File: config.mk
export PLATFORM = sky130hd
export DESIGN_NAME = fhe_packet_encoder
export DESIGN_NICKNAME = d
export VERILOG_FILES = /design/src/hdl/fhe_pkg.sv /design/src/hdl/fhe_packet_encoder.sv /design/src/hdl/fhe_sym_mem.sv
export VERILOG_INCLUDE_DIRS = /design/src /design/src/hdl
export SDC_FILE = /design/constraint.sdc
export NUM_CORES = 1
export LEC_CHECK = 0
export ABC_CLOCK_PERIOD_IN_PS = 24700
export BUFFER_PORTS_ARGS = -buffer_cell sky130_fd_sc_hd__buf_2
export CAP_MARGIN = 10
export CORE_MARGIN = 4
export CORE_UTILIZATION = 57
export DETAILED_ROUTE_END_ITERATION = 8
export PLACE_DENSITY = 0.8
export SETUP_SLACK_MARGIN = 0.05
export SYNTH_ARGS = -nofsm -noshare
export SYNTH_HDL_FRONTEND = slang
export SYNTH_SLANG_ARGS = --single-unit
File: constraint.sdc
create_clock -name sys_clk -period 24.7 [get_ports sys_clk]
set_input_delay 2.47 -clock sys_clk [delete_from_list [all_inputs] [get_ports sys_clk]]
set_output_delay 2.47 -clock sys_clk [all_outputs]
set_load 0.02 [all_outputs]
File: src/hdl/fhe_regs.svh
// Constants of the frequency-hopped packet encoder.
`ifndef FHE_REGS_SVH
`define FHE_REGS_SVH
`define FHE_MSG_BITS       7'd56
`define FHE_CRC8_W         7'd8
`define FHE_CRC16_W        7'd16
`define FHE_FLUSH_BITS     7'd8
`define FHE_BASE_SYMS      9'd144
`define FHE_ILV_STEP       9'd13
`define FHE_PRIME          6'd47
`define FHE_ALPHA          6'd5
`define FHE_ALPHA_SQ       6'd25
`define FHE_PRE_HOPS       9'd32
`define FHE_PRE_PATTERN    32'h6bc4d788
`define FHE_G1_TAPS        9'h1af
`define FHE_G2_TAPS        9'h11d
`define FHE_CRC8_POLY      8'h07
`define FHE_CRC16_POLY     16'h1021
`define FHE_CRC_INIT       16'h0000
`define FHE_REF_MSG        56'h323110557733ee
`define FHE_REF_CRC        8'hf4
`define FHE_MAX_CARGO      4'd8
`define FHE_CLK_PERIOD_NS  5
`define FHE_CHIP_PERIOD_NS 12500000
`define FHE_MEM_AW         9
`define FHE_MEM_DEPTH      512
`endif

File: src/hdl/fhe_pkg.sv
// Types shared by the packet encoder files.
package fhe_pkg;
    typedef enum logic [1:0] {FHE_IDLE, FHE_ENC, FHE_EMIT} fhe_state_e;
    typedef struct packed {
        logic [55:0] msg;
        logic [3:0]  cargo_len;
    } fhe_msg_s;
    typedef struct packed {
        logic [5:0] block_idx;
        logic       slot;
        logic [6:0] tone_bin;
        logic       last;
    } fhe_hop_s;
endpackage

File: src/hdl/fhe_packet_encoder.sv
// Frequency-hopped binary FSK packet encoder, message in and hops out.
// How it works
// - A 56-bit message gets an 8-bit check appended, giving 64 bits.
// - The reference message must produce check value 11110100.
// - A rate one-half, constraint length nine encoder codes the word.
// - Generators tap delays 0,1,2,3,5,7,8 and 0,2,3,4,8, summed mod two.
// - Eight zero bits flush the encoder, giving 144 coded symbols.
// - Each input bit yields first then second generator symbol.
// - Coded symbols are interleaved with prime step 13, count unchanged.
// - Hop arithmetic is modulo 47 with vector length three.
// - Matrix columns are powers of 5, each column times the first.
// - Hop index is a parameter row vector times the matrix, mod 47.
// - Default hops start 5, 25, 31, 14, 23, 21, 11, 8.
// - 32 preamble hops precede 144 message hops: 176 in all.
// - Preamble symbols are a fixed 15-bit m-sequence sent twice plus two zeros.
// - No idle chip between preamble and message chips.
// - Each hop carries a block index and a slot symbol.
// - Tone bin is block index times two plus slot plus one.
// - One hop is released per 12.5 ms chip period.
// - Cargo uses the same encoder and interleaver as the message.
// - Cargo hops follow the last baseline hop with no gap.
// - Cargo gets a 16-bit check appended before coding.
`timescale 1ns/1ps
`include "fhe_regs.svh"
module fhe_packet_encoder
    import fhe_pkg::*;
#(
    parameter int unsigned CHIP_CYCLES = `FHE_CHIP_PERIOD_NS
                                         / `FHE_CLK_PERIOD_NS,
    parameter logic [7:0]  CRC8_POLY   = `FHE_CRC8_POLY,
    parameter logic [15:0] CRC16_POLY  = `FHE_CRC16_POLY,
    parameter logic [5:0]  ROW0        = 6'h00,
    parameter logic [5:0]  ROW1        = 6'h01,
    parameter logic [5:0]  ROW2        = 6'h00
)
(
    // Clock and reset.
    input  wire logic       sys_clk,
    input  wire logic       rst_n,
    // Message source.
    input  wire logic       msg_valid,
    output logic            msg_ready,
    input  wire fhe_msg_s   msg,
    // Cargo bytes.
    input  wire logic       cargo_valid,
    output logic            cargo_ready,
    input  wire logic [7:0] cargo_byte,
    // Hops to the chip modulator.
    output logic            hop_valid,
    input  wire logic       hop_ready,
    output fhe_hop_s        hop
);
    localparam int TW = $clog2(CHIP_CYCLES + 1);
    localparam logic [TW-1:0] TMR_LOAD = TW'(CHIP_CYCLES - 1);
    localparam logic [31:0]   PRE_PAT  = `FHE_PRE_PATTERN;

    function automatic logic [5:0] mulmod(input logic [5:0] a,
                                          input logic [5:0] b);
        logic [11:0] pr;
        pr = {6'h00, a} * {6'h00, b};
        mulmod = 6'(pr % {6'h00, `FHE_PRIME});
    endfunction

    function automatic logic [5:0] addmod(input logic [5:0] a,
                                          input logic [5:0] b);
        logic [6:0] s;
        s = {1'b0, a} + {1'b0, b};
        addmod = (s >= {1'b0, `FHE_PRIME}) ? 6'(s - {1'b0, `FHE_PRIME})
                                           : s[5:0];
    endfunction

    fhe_state_e         state_r, state_nxt;
    logic               seg_r, seg_nxt;
    logic [6:0]         cnt_r, cnt_nxt;
    logic               sub_r, sub_nxt;
    logic [8:0]         pos_r, pos_nxt;
    logic [7:0]         sr_r, sr_nxt;
    logic [55:0]        data_r, data_nxt;
    logic [15:0]        crc_r, crc_nxt;
    logic               byte_ok_r, byte_ok_nxt;
    logic               g2_r, g2_nxt;
    logic [3:0]         clen_r, clen_nxt;
    logic               ref_r, ref_nxt;
    logic [8:0]         hop_cnt_r, hop_cnt_nxt;
    logic [TW-1:0]      tmr_r, tmr_nxt;
    logic [5:0]         p1_r, p1_nxt;
    logic [5:0]         p2_r, p2_nxt;

    logic [6:0]         pay_bits, crc_end, nbits;
    logic [8:0]         seg_len, base_off, pos_step;
    logic [8:0]         total_hops, cargo_syms;
    logic               in_pay, in_crc, need_byte, go, enc_bit;
    logic [8:0]         tap_vec;
    logic               g1, g2, last_bit;
    logic [15:0]        crc_poly, crc_shift;
    logic               wr_en, wr_data, rd_data, sym;
    logic [8:0]         wr_addr, rd_addr;
    logic [5:0]         blk;
    logic               hop_push, buf_in_ready;
    fhe_hop_s           hop_in;

    // Segment geometry: baseline message or cargo.
    always_comb
    begin
        pay_bits   = seg_r ? {clen_r, 3'b000} : `FHE_MSG_BITS;
        crc_end    = pay_bits + (seg_r ? `FHE_CRC16_W : `FHE_CRC8_W);
        nbits      = crc_end + `FHE_FLUSH_BITS;
        seg_len    = {1'b0, nbits, 1'b0};
        base_off   = seg_r ? `FHE_BASE_SYMS : 9'h000;
        cargo_syms = (clen_r == 4'h0) ? 9'h000
                     : 9'({clen_r, 4'h0} + 9'd48);
        total_hops = `FHE_PRE_HOPS + `FHE_BASE_SYMS + cargo_syms;
        in_pay     = cnt_r < pay_bits;
        in_crc     = !in_pay && (cnt_r < crc_end);
        need_byte  = seg_r && in_pay && (cnt_r[2:0] == 3'h0)
                     && !byte_ok_r && !sub_r;
        go         = (state_r == FHE_ENC) && !need_byte;
        enc_bit    = in_pay ? data_r[55] : (in_crc ? crc_r[15] : 1'b0);
        tap_vec    = {sr_r, enc_bit};
        g1         = ^(tap_vec & `FHE_G1_TAPS);
        g2         = ^(tap_vec & `FHE_G2_TAPS);
        last_bit   = sub_r && (cnt_r == nbits - 7'd1);
        crc_poly   = seg_r ? CRC16_POLY : {CRC8_POLY, 8'h00};
        crc_shift  = {crc_r[14:0], 1'b0}
                     ^ ((enc_bit ^ crc_r[15]) ? crc_poly : 16'h0000);
        pos_step   = pos_r + `FHE_ILV_STEP;
        wr_en      = go;
        wr_data    = sub_r ? g2_r : g1;
        wr_addr    = base_off + pos_r;
        rd_addr    = hop_cnt_r - `FHE_PRE_HOPS;
        sym        = (hop_cnt_r < `FHE_PRE_HOPS)
                     ? PRE_PAT[5'd31 - hop_cnt_r[4:0]]
                     : rd_data;
        blk        = addmod(addmod(ROW0, mulmod(ROW1, p1_r)),
                            mulmod(ROW2, p2_r));
        hop_in.block_idx = blk;
        hop_in.slot      = sym;
        hop_in.tone_bin  = 7'({blk, 1'b0} + 7'(sym) + 7'd1);
        hop_in.last      = hop_cnt_r == total_hops - 9'd1;
        hop_push   = (state_r == FHE_EMIT) && (tmr_r == '0)
                     && buf_in_ready;
        msg_ready  = state_r == FHE_IDLE;
        cargo_ready = (state_r == FHE_ENC) && need_byte;
    end

    // Next-state logic for encoding and hop emission.
    always_comb
    begin
        state_nxt   = state_r;
        seg_nxt     = seg_r;
        cnt_nxt     = cnt_r;
        sub_nxt     = sub_r;
        pos_nxt     = pos_r;
        sr_nxt      = sr_r;
        data_nxt    = data_r;
        crc_nxt     = crc_r;
        byte_ok_nxt = byte_ok_r;
        g2_nxt      = g2_r;
        clen_nxt    = clen_r;
        ref_nxt     = ref_r;
        hop_cnt_nxt = hop_cnt_r;
        p1_nxt      = p1_r;
        p2_nxt      = p2_r;
        tmr_nxt     = (tmr_r != '0) ? tmr_r - TW'(1) : tmr_r;
        case (state_r)
            FHE_IDLE:
            begin
                if (msg_valid)
                begin
                    state_nxt   = FHE_ENC;
                    seg_nxt     = 1'b0;
                    cnt_nxt     = 7'h00;
                    sub_nxt     = 1'b0;
                    pos_nxt     = 9'h000;
                    sr_nxt      = 8'h00;
                    data_nxt    = msg.msg;
                    crc_nxt     = `FHE_CRC_INIT;
                    byte_ok_nxt = 1'b0;
                    clen_nxt    = (msg.cargo_len > `FHE_MAX_CARGO)
                                  ? `FHE_MAX_CARGO : msg.cargo_len;
                    ref_nxt     = msg.msg == `FHE_REF_MSG;
                    hop_cnt_nxt = 9'h000;
                    p1_nxt      = `FHE_ALPHA;
                    p2_nxt      = `FHE_ALPHA_SQ;
                end
            end
            FHE_ENC:
            begin
                if (cargo_valid && cargo_ready)
                begin
                    data_nxt[55:48] = cargo_byte;
                    byte_ok_nxt     = 1'b1;
                end
                if (go)
                begin
                    pos_nxt = (pos_step >= seg_len) ? pos_step - seg_len
                                                    : pos_step;
                    if (!sub_r)
                    begin
                        sub_nxt = 1'b1;
                        g2_nxt  = g2;
                        sr_nxt  = {sr_r[6:0], enc_bit};
                        if (in_pay)
                        begin
                            data_nxt = {data_r[54:0], 1'b0};
                            crc_nxt  = crc_shift;
                            if (seg_r && cnt_r[2:0] == 3'h7)
                            begin
                                byte_ok_nxt = 1'b0;
                            end
                        end
                        else if (in_crc)
                        begin
                            crc_nxt = {crc_r[14:0], 1'b0};
                        end
                    end
                    else
                    begin
                        sub_nxt = 1'b0;
                        cnt_nxt = cnt_r + 7'd1;
                        if (last_bit)
                        begin
                            cnt_nxt = 7'h00;
                            pos_nxt = 9'h000;
                            sr_nxt  = 8'h00;
                            crc_nxt = `FHE_CRC_INIT;
                            if (!seg_r && clen_r != 4'h0)
                            begin
                                seg_nxt = 1'b1;
                            end
                            else
                            begin
                                state_nxt = FHE_EMIT;
                            end
                        end
                    end
                end
            end
            FHE_EMIT:
            begin
                if (hop_push)
                begin
                    hop_cnt_nxt = hop_cnt_r + 9'd1;
                    p1_nxt      = mulmod(p1_r, `FHE_ALPHA);
                    p2_nxt      = mulmod(p2_r, `FHE_ALPHA_SQ);
                    tmr_nxt     = TMR_LOAD;
                    if (hop_in.last)
                    begin
                        state_nxt = FHE_IDLE;
                    end
                end
            end
            default:
            begin
                state_nxt = FHE_IDLE;
            end
        endcase
    end

    always_ff @(posedge sys_clk or negedge rst_n)
    begin
        if (!rst_n)
        begin
            state_r   <= FHE_IDLE;
            seg_r     <= 1'b0;
            cnt_r     <= 7'h00;
            sub_r     <= 1'b0;
            pos_r     <= 9'h000;
            sr_r      <= 8'h00;
            data_r    <= 56'h0;
            crc_r     <= 16'h0000;
            byte_ok_r <= 1'b0;
            g2_r      <= 1'b0;
            clen_r    <= 4'h0;
            ref_r     <= 1'b0;
            hop_cnt_r <= 9'h000;
            tmr_r     <= '0;
            p1_r      <= 6'h01;
            p2_r      <= 6'h01;
        end
        else
        begin
            state_r   <= state_nxt;
            seg_r     <= seg_nxt;
            cnt_r     <= cnt_nxt;
            sub_r     <= sub_nxt;
            pos_r     <= pos_nxt;
            sr_r      <= sr_nxt;
            data_r    <= data_nxt;
            crc_r     <= crc_nxt;
            byte_ok_r <= byte_ok_nxt;
            g2_r      <= g2_nxt;
            clen_r    <= clen_nxt;
            ref_r     <= ref_nxt;
            hop_cnt_r <= hop_cnt_nxt;
            tmr_r     <= tmr_nxt;
            p1_r      <= p1_nxt;
            p2_r      <= p2_nxt;
        end
    end

    fhe_sym_mem u_mem
    (
        .sys_clk (sys_clk),
        .rst_n   (rst_n),
        .wr_en   (wr_en),
        .wr_addr (wr_addr),
        .wr_data (wr_data),
        .rd_addr (rd_addr),
        .rd_data (rd_data)
    );

    // Two-entry output buffer so a modulator stall loses no hop.
    fhe_hop_s   buf0_r, buf0_nxt, buf1_r, buf1_nxt;
    logic [1:0] bcnt_r, bcnt_nxt;
    logic       pop;

    always_comb
    begin
        hop_valid    = bcnt_r != 2'd0;
        hop          = buf0_r;
        buf_in_ready = bcnt_r != 2'd2;
        pop          = hop_valid && hop_ready;
        buf0_nxt     = buf0_r;
        buf1_nxt     = buf1_r;
        bcnt_nxt     = bcnt_r;
        case ({hop_push, pop})
            2'b10:
            begin
                if (bcnt_r == 2'd0)
                begin
                    buf0_nxt = hop_in;
                end
                else
                begin
                    buf1_nxt = hop_in;
                end
                bcnt_nxt = bcnt_r + 2'd1;
            end
            2'b01:
            begin
                buf0_nxt = buf1_r;
                bcnt_nxt = bcnt_r - 2'd1;
            end
            2'b11:
            begin
                if (bcnt_r == 2'd1)
                begin
                    buf0_nxt = hop_in;
                end
                else
                begin
                    buf0_nxt = buf1_r;
                    buf1_nxt = hop_in;
                end
            end
            default:
            begin
                bcnt_nxt = bcnt_r;
            end
        endcase
    end

    always_ff @(posedge sys_clk or negedge rst_n)
    begin
        if (!rst_n)
        begin
            buf0_r <= '0;
            buf1_r <= '0;
            bcnt_r <= 2'd0;
        end
        else
        begin
            buf0_r <= buf0_nxt;
            buf1_r <= buf1_nxt;
            bcnt_r <= bcnt_nxt;
        end
    end

    // Helper state read only by the checks below.
    logic [TW-1:0] gap_r;
    logic          gap_seen_r;
    logic [5:0]    first_blk_r;

    always_ff @(posedge sys_clk or negedge rst_n)
    begin
        if (!rst_n)
        begin
            gap_r       <= '0;
            gap_seen_r  <= 1'b0;
            first_blk_r <= 6'h00;
        end
        else
        begin
            gap_r      <= hop_push ? '0 : ((gap_r != '1) ? gap_r + TW'(1)
                                                         : gap_r);
            gap_seen_r <= gap_seen_r | hop_push;
            if (hop_push && hop_cnt_r == 9'h000)
            begin
                first_blk_r <= blk;
            end
        end
    end
endmodule

File: src/hdl/fhe_sym_mem.sv
// Coded symbol store with one write port and a registered read port.
`timescale 1ns/1ps
`include "fhe_regs.svh"
module fhe_sym_mem
(
    // Clock and reset.
    input  wire logic                   sys_clk,
    input  wire logic                   rst_n,
    // Write port.
    input  wire logic                   wr_en,
    input  wire logic [`FHE_MEM_AW-1:0] wr_addr,
    input  wire logic                   wr_data,
    // Read port.
    input  wire logic [`FHE_MEM_AW-1:0] rd_addr,
    output logic                        rd_data
);
    logic mem_r [`FHE_MEM_DEPTH];

    // The array itself holds no reset.
    always_ff @(posedge sys_clk)
    begin
        if (wr_en)
        begin
            mem_r[wr_addr] <= wr_data;
        end
    end

    always_ff @(posedge sys_clk or negedge rst_n)
    begin
        if (!rst_n)
        begin
            rd_data <= 1'b0;
        end
        else
        begin
            rd_data <= mem_r[rd_addr];
        end
    end
endmodule

Word level (Yosys, flattened, before mapping)

Memories as Yosys holds them, arrays and structs flattened. A register that Yosys moved wholly into a read port is not among the register bits.
Cells that the tools add are included.

Output and inout port bits: 18
Word-level logic and storage cells: 216
Bits of input ports: 73
Bits in read-only memories: 32
Memory bits (writable): 512
Memories kept: 2
Flip-flop bits (word level): 175

Multiply operators: 1
Reduce and logical (&&, ||, !) cells: 48
Muxes and demuxes: 83
Equal/unequal tests: 25
Divide/modulo/power cells: 2
$add $sub $neg: 20
Order comparisons: 8
Bitwise gates (word level): 3

Memory list:

| name             | words | bits a word | read ports | clocked after Yosys merged registers in | wr ports | line                      | text |
|---|---|---|---|---|---|---|---|
| u_mem.mem_r      | 512   | 1           | 1          | 1                                       | 1        | fhe_sym_mem.sv:17         | `` logic mem_r [`FHE_MEM_DEPTH]; `` |
| (name not given) | 32    | 1           | 1          | 0                                       | 0        | fhe_packet_encoder.sv:132 | `? PRE_PAT[5'd31 - hop_cnt_r[4:0]]` |

Operators with widths:

| kind                                                                  | number |
|---|---|
| 56-bit two-way mux                                                    | 4 |
| 56-bit one-hot mux with 2 select lines                                | 1 |
| 16-bit two-way mux                                                    | 6 |
| 22-bit two-way mux                                                    | 3 |
| 9-bit two-way mux                                                     | 7 |
| 15-bit two-way mux                                                    | 4 |
| 8-bit two-way mux                                                     | 6 |
| 15-bit one-hot mux with 3 select lines                                | 1 |
| 9-bit one-hot mux with 2 select lines                                 | 2 |
| 7-bit two-way mux                                                     | 5 |
| 16-bit one-hot mux with 2 select lines                                | 1 |
| 15-bit one-hot mux with 2 select lines                                | 1 |
| 13-bit two-way mux                                                    | 2 |
| 2-bit inequality test (second input constant)                         | 13 |
| 6-bit two-way mux                                                     | 4 |
| 22-bit logical NOT                                                    | 1 |
| 22-bit nonzero test                                                   | 1 |
| 22-bit by 1-bit subtractor with 22-bit output (second input constant) | 1 |
| 1-bit two-way mux                                                     | 19 |
| 9-bit XOR reduction                                                   | 2 |
| 8-bit one-hot mux with 2 select lines                                 | 1 |
| 16-bit by 13-bit XOR with 16-bit output                               | 1 |
| 7-bit by 1-bit adder with 7-bit output (second input constant)        | 2 |
| 1-bit logical AND                                                     | 14 |
| other kinds (56)                                                      | 88 |

Logic depth before layout (Yosys ltp)

Depth in word-level cells: 14
Gate-level depth with buffers: 22
Mapped depth without buffers: 21

Hierarchy

Synthesis repeated with hierarchy kept, for this count alone.

Cell total of the unflattened synthesis: 2814
Area total of the unflattened synthesis: 33180.6 um^2

Modules (own cells, without submodules):

| module             | area an instance (um^2) | times used | cells each |
|---|---|---|---|
| fhe_sym_mem        | 22466.5                 | 1          | 1614 |
| fhe_packet_encoder | 10714.0                 | 1          | 1200 |

Worst setup path before layout

OpenSTA, ideal clock, no wires.

Kind: register -> register
Start point: register clen_r[1]
End point: memory u_mem.mem_r[0], data pin
Buffers on the path: 1
Arrival: 21.914 ns
Period minus slack after synthesis: 26.080 ns
Slack: -1.380 ns
Stages on the path, launching flop included: 13
Cells stage by stage: dfrtp_1 buf_1 nor2_1 ha_1 a21boi_0 o21a_1 o21ai_0 nand2b_1 and3_1 a21oi_1 xnor2_1 xnor2_1 o21ai_0

Word-level cells in the longest chain between the ends: 8
Elaborated cells on any way between the ends: 10
Classes of those cells: 1 x add/sub; 2 x order compare; 4 x mux; 3 x reduce/logical

RTL lines:

| element                                                                              | line                                                 | text |
|---|---|---|
| start: declaration                                                                   | fhe_packet_encoder.sv:82                             | `logic [3:0] clen_r, clen_nxt;` |
| start signal: assignment                                                             | fhe_packet_encoder.sv:293                            | `clen_r <= clen_nxt;` |
| 7-bit two-way mux (no line) (*)                                                      | n/a                                                  |  |
| 7-bit by 5-bit adder with 7-bit output or 7-bit less-than comparator (tied branches) | fhe_packet_encoder.sv:106, fhe_packet_encoder.sv:113 |  |
| 7-bit less-than comparator or 1-bit logical NOT (tied branches)                      | fhe_packet_encoder.sv:114                            | `in_crc = !in_pay && (cnt_r < crc_end);` |
| 1-bit logical AND                                                                    | fhe_packet_encoder.sv:114                            |  |
| 1-bit two-way mux                                                                    | fhe_packet_encoder.sv:118                            | `enc_bit = in_pay ? data_r[55] : (in_crc ? crc_r[15] : 1'b0);` |
| 1-bit two-way mux (*)                                                                | fhe_packet_encoder.sv:118                            |  |
| 9-bit XOR reduction (*)                                                              | fhe_packet_encoder.sv:120                            | `` g1 = ^(tap_vec & `FHE_G1_TAPS); `` |
| 1-bit two-way mux (*)                                                                | fhe_packet_encoder.sv:128                            | `wr_data = sub_r ? g2_r : g1;` |
| net u_mem.wr_data                                                                    | fhe_sym_mem.sv:12                                    | `input wire logic wr_data,` |
| end: declaration                                                                     | fhe_sym_mem.sv:17                                    |  |

Mark *: on every way through the listed nets, which the timed path passes. The rest lies on a longest branch.

Final worst setup path

Start point: register seg_r
End point: output cargo_ready

Word-level cells in the longest chain between the ends: 7

RTL lines:

| element                            | line                      | text |
|---|---|---|
| start: declaration                 | fhe_packet_encoder.sv:73  | `logic seg_r, seg_nxt;` |
| start signal: assignment           | fhe_packet_encoder.sv:284 | `seg_r <= seg_nxt;` |
| 7-bit two-way mux (no line)        | n/a                       |  |
| 7-bit less-than comparator         | fhe_packet_encoder.sv:113 | `in_pay = cnt_r < pay_bits;` |
| 1-bit logical AND (*) (2 in a row) | fhe_packet_encoder.sv:115 | `need_byte = seg_r && in_pay && (cnt_r[2:0] == 3'h0)` |
| 1-bit logical AND (*) (2 in a row) | fhe_packet_encoder.sv:116 | `&& !byte_ok_r && !sub_r;` |
| 1-bit logical AND (*)              | fhe_packet_encoder.sv:143 | `cargo_ready = (state_r == FHE_ENC) && need_byte;` |
| end: declaration                   | fhe_packet_encoder.sv:46  | `output logic cargo_ready,` |

Every way passes the cells marked *; elsewhere a longest branch is shown, timed or not.

==> run_results.csv <==
group,metric,value,unit
run_status,outcome,"finished clean",
sta,hold_viol,0,
worst_setup_path,worstPathMaxFanout,10,
sta,setup_tns,0,ps
cells_and_area,drive_gt1_share,16.7,%
die,design.die.area,61400,um2
clock_network,post_cts_resized,0,
worst_setup_path,slowest_delay,560,ps
clock_network,clockRootBuffer,"clkbuf_16",
global_routing,grt_pass1_wl,121,mm
yosys,synth_area_per_cell,12.5,um2
sta,worst_slack,18560,ps
detailed_routing,drt_first_pass_iters,6,
detailed_routing,routed_wl,77.0,mm
power,total_power,3.34,mW
clock_network,clk_pin_slew_worst_paths,60,ps
yosys,ys_seq_area_share,60.3,%
die,start_util,57.8,%
cells_and_area,fillers,4010,
placed_design,place_area,33800,um2
worst_setup_path,cp-start-kind,"flop",
yosys,ys_types,87,
die,ios,91,
power,p_int,2.25,mW
global_routing,first_global_vias,21700,
yosys,synth-seq-cells,688,
worst_setup_path,cpMaxStageDelayCell,"nor2_1",
sta,finalSetupViolations,0,
yosys,syn_nets,2748,
clock_network,cts_tree,"yes",
yosys,synthTopCellsByArea,"edfxtp_1 (47%), dfrtp_1 (13%), mux4_2 (12%)",
placed_design,portBuffers,90,
sta,fin_hold_ws,472,ps
sta,rsz0062_at_grt,"no",
cells_and_area,regArea,19800,um2
die,core_area,56700,um2
clock_network,numCtsBuffers,73,
global_routing,grt_remaining_overflow,0,
global_routing,busiest_layer,"met2",
power,power_density,92.7,nW/um2
cells_and_area,diodes,0,
worst_setup_path,cp.arrival,3670,ps
worst_setup_path,crit_top_cell,"nor2_1",
cells_and_area,area_growth_syn_to_layout,9.98,%
global_routing,antenna_found_initial,0,
worst_setup_path,worst_ep_required_time,22230,ps
die,die-height,248,um
worst_setup_path,worst-setup-path-type,"reg -> out",
clock_network,clk_latency,600,ps
global_routing,grt_use_met3,4.95,%
sta,tightest_slew,1340,ps
worst_setup_path,critical_path.cell_chain,"inv_1, nor2_1, ha_1, a21boi_0, o21a_1, o21ai_0, nand2b_1, nor2_1, nand4_1, nor2_1, buf_2",
power,power_frac_comb,28.4,%
yosys,synth_edf_count,512,
global_routing,grt.met1_usage,33.8,%
yosys,syn_area,32800,um2
sta,finalCritPeriodShare,24.9,%
power,p_seq_share,40.0,%
clock_network,clock_sinks,688,
detailed_routing,routedWlPerCell,22.4,um
power,netSwitchingFraction,32.5,%
clock_network,clockBufferDepth,3,
cells_and_area,multi_input_area,12200,um2
cells_and_area,stdcell_area,36100,um2
worst_hold_path,hold_class,"reg -> reg",
worst_setup_path,cp-end-kind,"primary output",
clock_network,cts_setup_buffers,0,
sta,fin_skew,16.1,ps
yosys,yosysWarnings,0,
sta,final_max_slew_viol_count,0,
sta,max_slew_margin,10.9,%
placed_design,gp_congestion,0.844,
cells_and_area,fin_cells,3439,
yosys,syn_inst,2619,
global_routing,grt_max_degree,329,
clock_network,cts_hold_buf,0,
placed_design,dpl_worst_slack,18950,ps
yosys,synth.top_cells.by_count,"nor2_1 (651), edfxtp_1 (512), nand2_1 (203)",
flow_run,drv_cap,0,
yosys,synthArstFlopShare,25.6,%
power,vdd.ir_drop.worst,0.0811,mV
sta,finalCriticalPeriod,6140,ps
global_routing,track_usage,25.3,%
placed_design,dp.cells,3308,
detailed_routing,via_count,21600,
yosys,synth.most_common_cell,"nor2_1",
global_routing,grt.met2_usage,41.2,%
detailed_routing,drt_iter0_markers,2699,
detailed_routing,drtAntennaViolNets,0,
cells_and_area,final_util,63.6,%
yosys,synth_area_leader_cell,"edfxtp_1",
die,die_w,248,um
power,power.switching,1.09,mW
power,pwr-share-clk,31.7,%
clock_network,cts_max_level,3,
detailed_routing,via_per_inst,6.29,
power,leakage,10.9,nW
cells_and_area,final_nets,2756,
yosys,synth_top_area_share,46.9,%
sta,clock.fmax,163,MHz
detailed_routing,drc,0,
die,rows,87,
yosys,synthFlopType,"edfxtp_1",
placed_design,dp_hpwl,42.9,mm
critical path, delay by kind of cell, from the launching register on:
family                   cells  cell delay, ps
AND/OR/NAND/NOR              5            1360
flip-flops                   1             530
AO/OA/AOI/OAI                3             460
buffers and inverters        2             460
adder cells (fa/ha/maj)      1             260
cells in the final DEF, fill, tap and decap left out, types with 16 or more instances in the layout:
cell type / n
xnor2_1: 45
nor3_1: 19
nand3_1: 53
clkbuf_16: 77
buf_2: 89
clkbuf_1: 23
o21ai_0: 53
edfxtp_1: 512
ha_1: 54
a21oi_1: 112
buf_4: 31
inv_1: 34
a22oi_1: 60
a22o_1: 16
nor2_1: 650
xor2_1: 31
dfrtp_1: 172
mux2_2: 19
nand2_1: 203
mux4_2: 168
kinds of logic after synthesis:
group | share of synthesized area (%)
AO/OA/AOI/OAI | 7.33
multiplexers | 12.4
flip-flops | 60.3
XOR/XNOR | 2.16
AND/OR/NAND/NOR | 12.9
buffers and inverters | 2.66
adder cells (fa/ha/maj) | 2.18
registers in the layout (all words and copies together) (netlist names), 2 cells and up:
| signal | cells |
|---|---|
| hop_cnt_r | 9 |
| u_mem.mem_r | 512 |
| clen_r | 4 |
| state_r | 2 |
| buf1_r | 15 |
| crc_r | 16 |
| pos_r | 9 |
| data_r | 56 |
| cnt_r | 7 |
| hop | 15 |
| p1_r | 6 |
| bcnt_r | 2 |
| tmr_r | 22 |
| sr_r | 8 |
path summary, 6_finish.rpt:
check	from	endpoint	slack [ps]	cells past startpoint
max	seg_r$_DFFE_PN0P_	cargo_ready	18560	11
min	tmr_r[9]$_DFF_PN0_	tmr_r[9]$_DFF_PN0_	470	1
max reg2reg	seg_r$_DFFE_PN0P_	u_mem.mem_r[257]$_DFFE_PP_	18780	14
min reg2reg	tmr_r[9]$_DFF_PN0_	tmr_r[9]$_DFF_PN0_	470	1
max in group asynchronous	rst_n	data_r[13]$_DFFE_PN0P_	21190	2
min in group asynchronous	rst_n	hop[0]$_DFFE_PN0P_	1980	1
layout make-up:
cell class	count	share of cell area (%)
Tap cell	756	2.62
Clock buffer	105	5.77
Clock inverter	26	0.583
Multi-Input combinational cell	1705	33.8
Sequential cell	688	54.9
Inverter	37	0.385
Timing Repair Buffer	122	1.97
layer usage:
| layer | up-vias | share of wire (%) |
|---|---|---|
| li1 | 9544 | - |
| met1 | 10800 | 38 |
| met2 | 1033 | 49 |
| met3 | 244 | 8.7 |
| met4 | 0 | 4.4 |
| met5 | - | 0 |
power by group through the flow:
stage	clock network (mW)	logic (mW)	registers [mW]
global placement	0	0.907	1.36
global route	1.12	1.03	1.34
detailed placement	0	0.935	1.36
floorplan	0	0.762	1.33
finish	1.06	0.948	1.34
CTS	1.07	0.941	1.34
No activity file was read; power rests on OpenSTA's default activity.
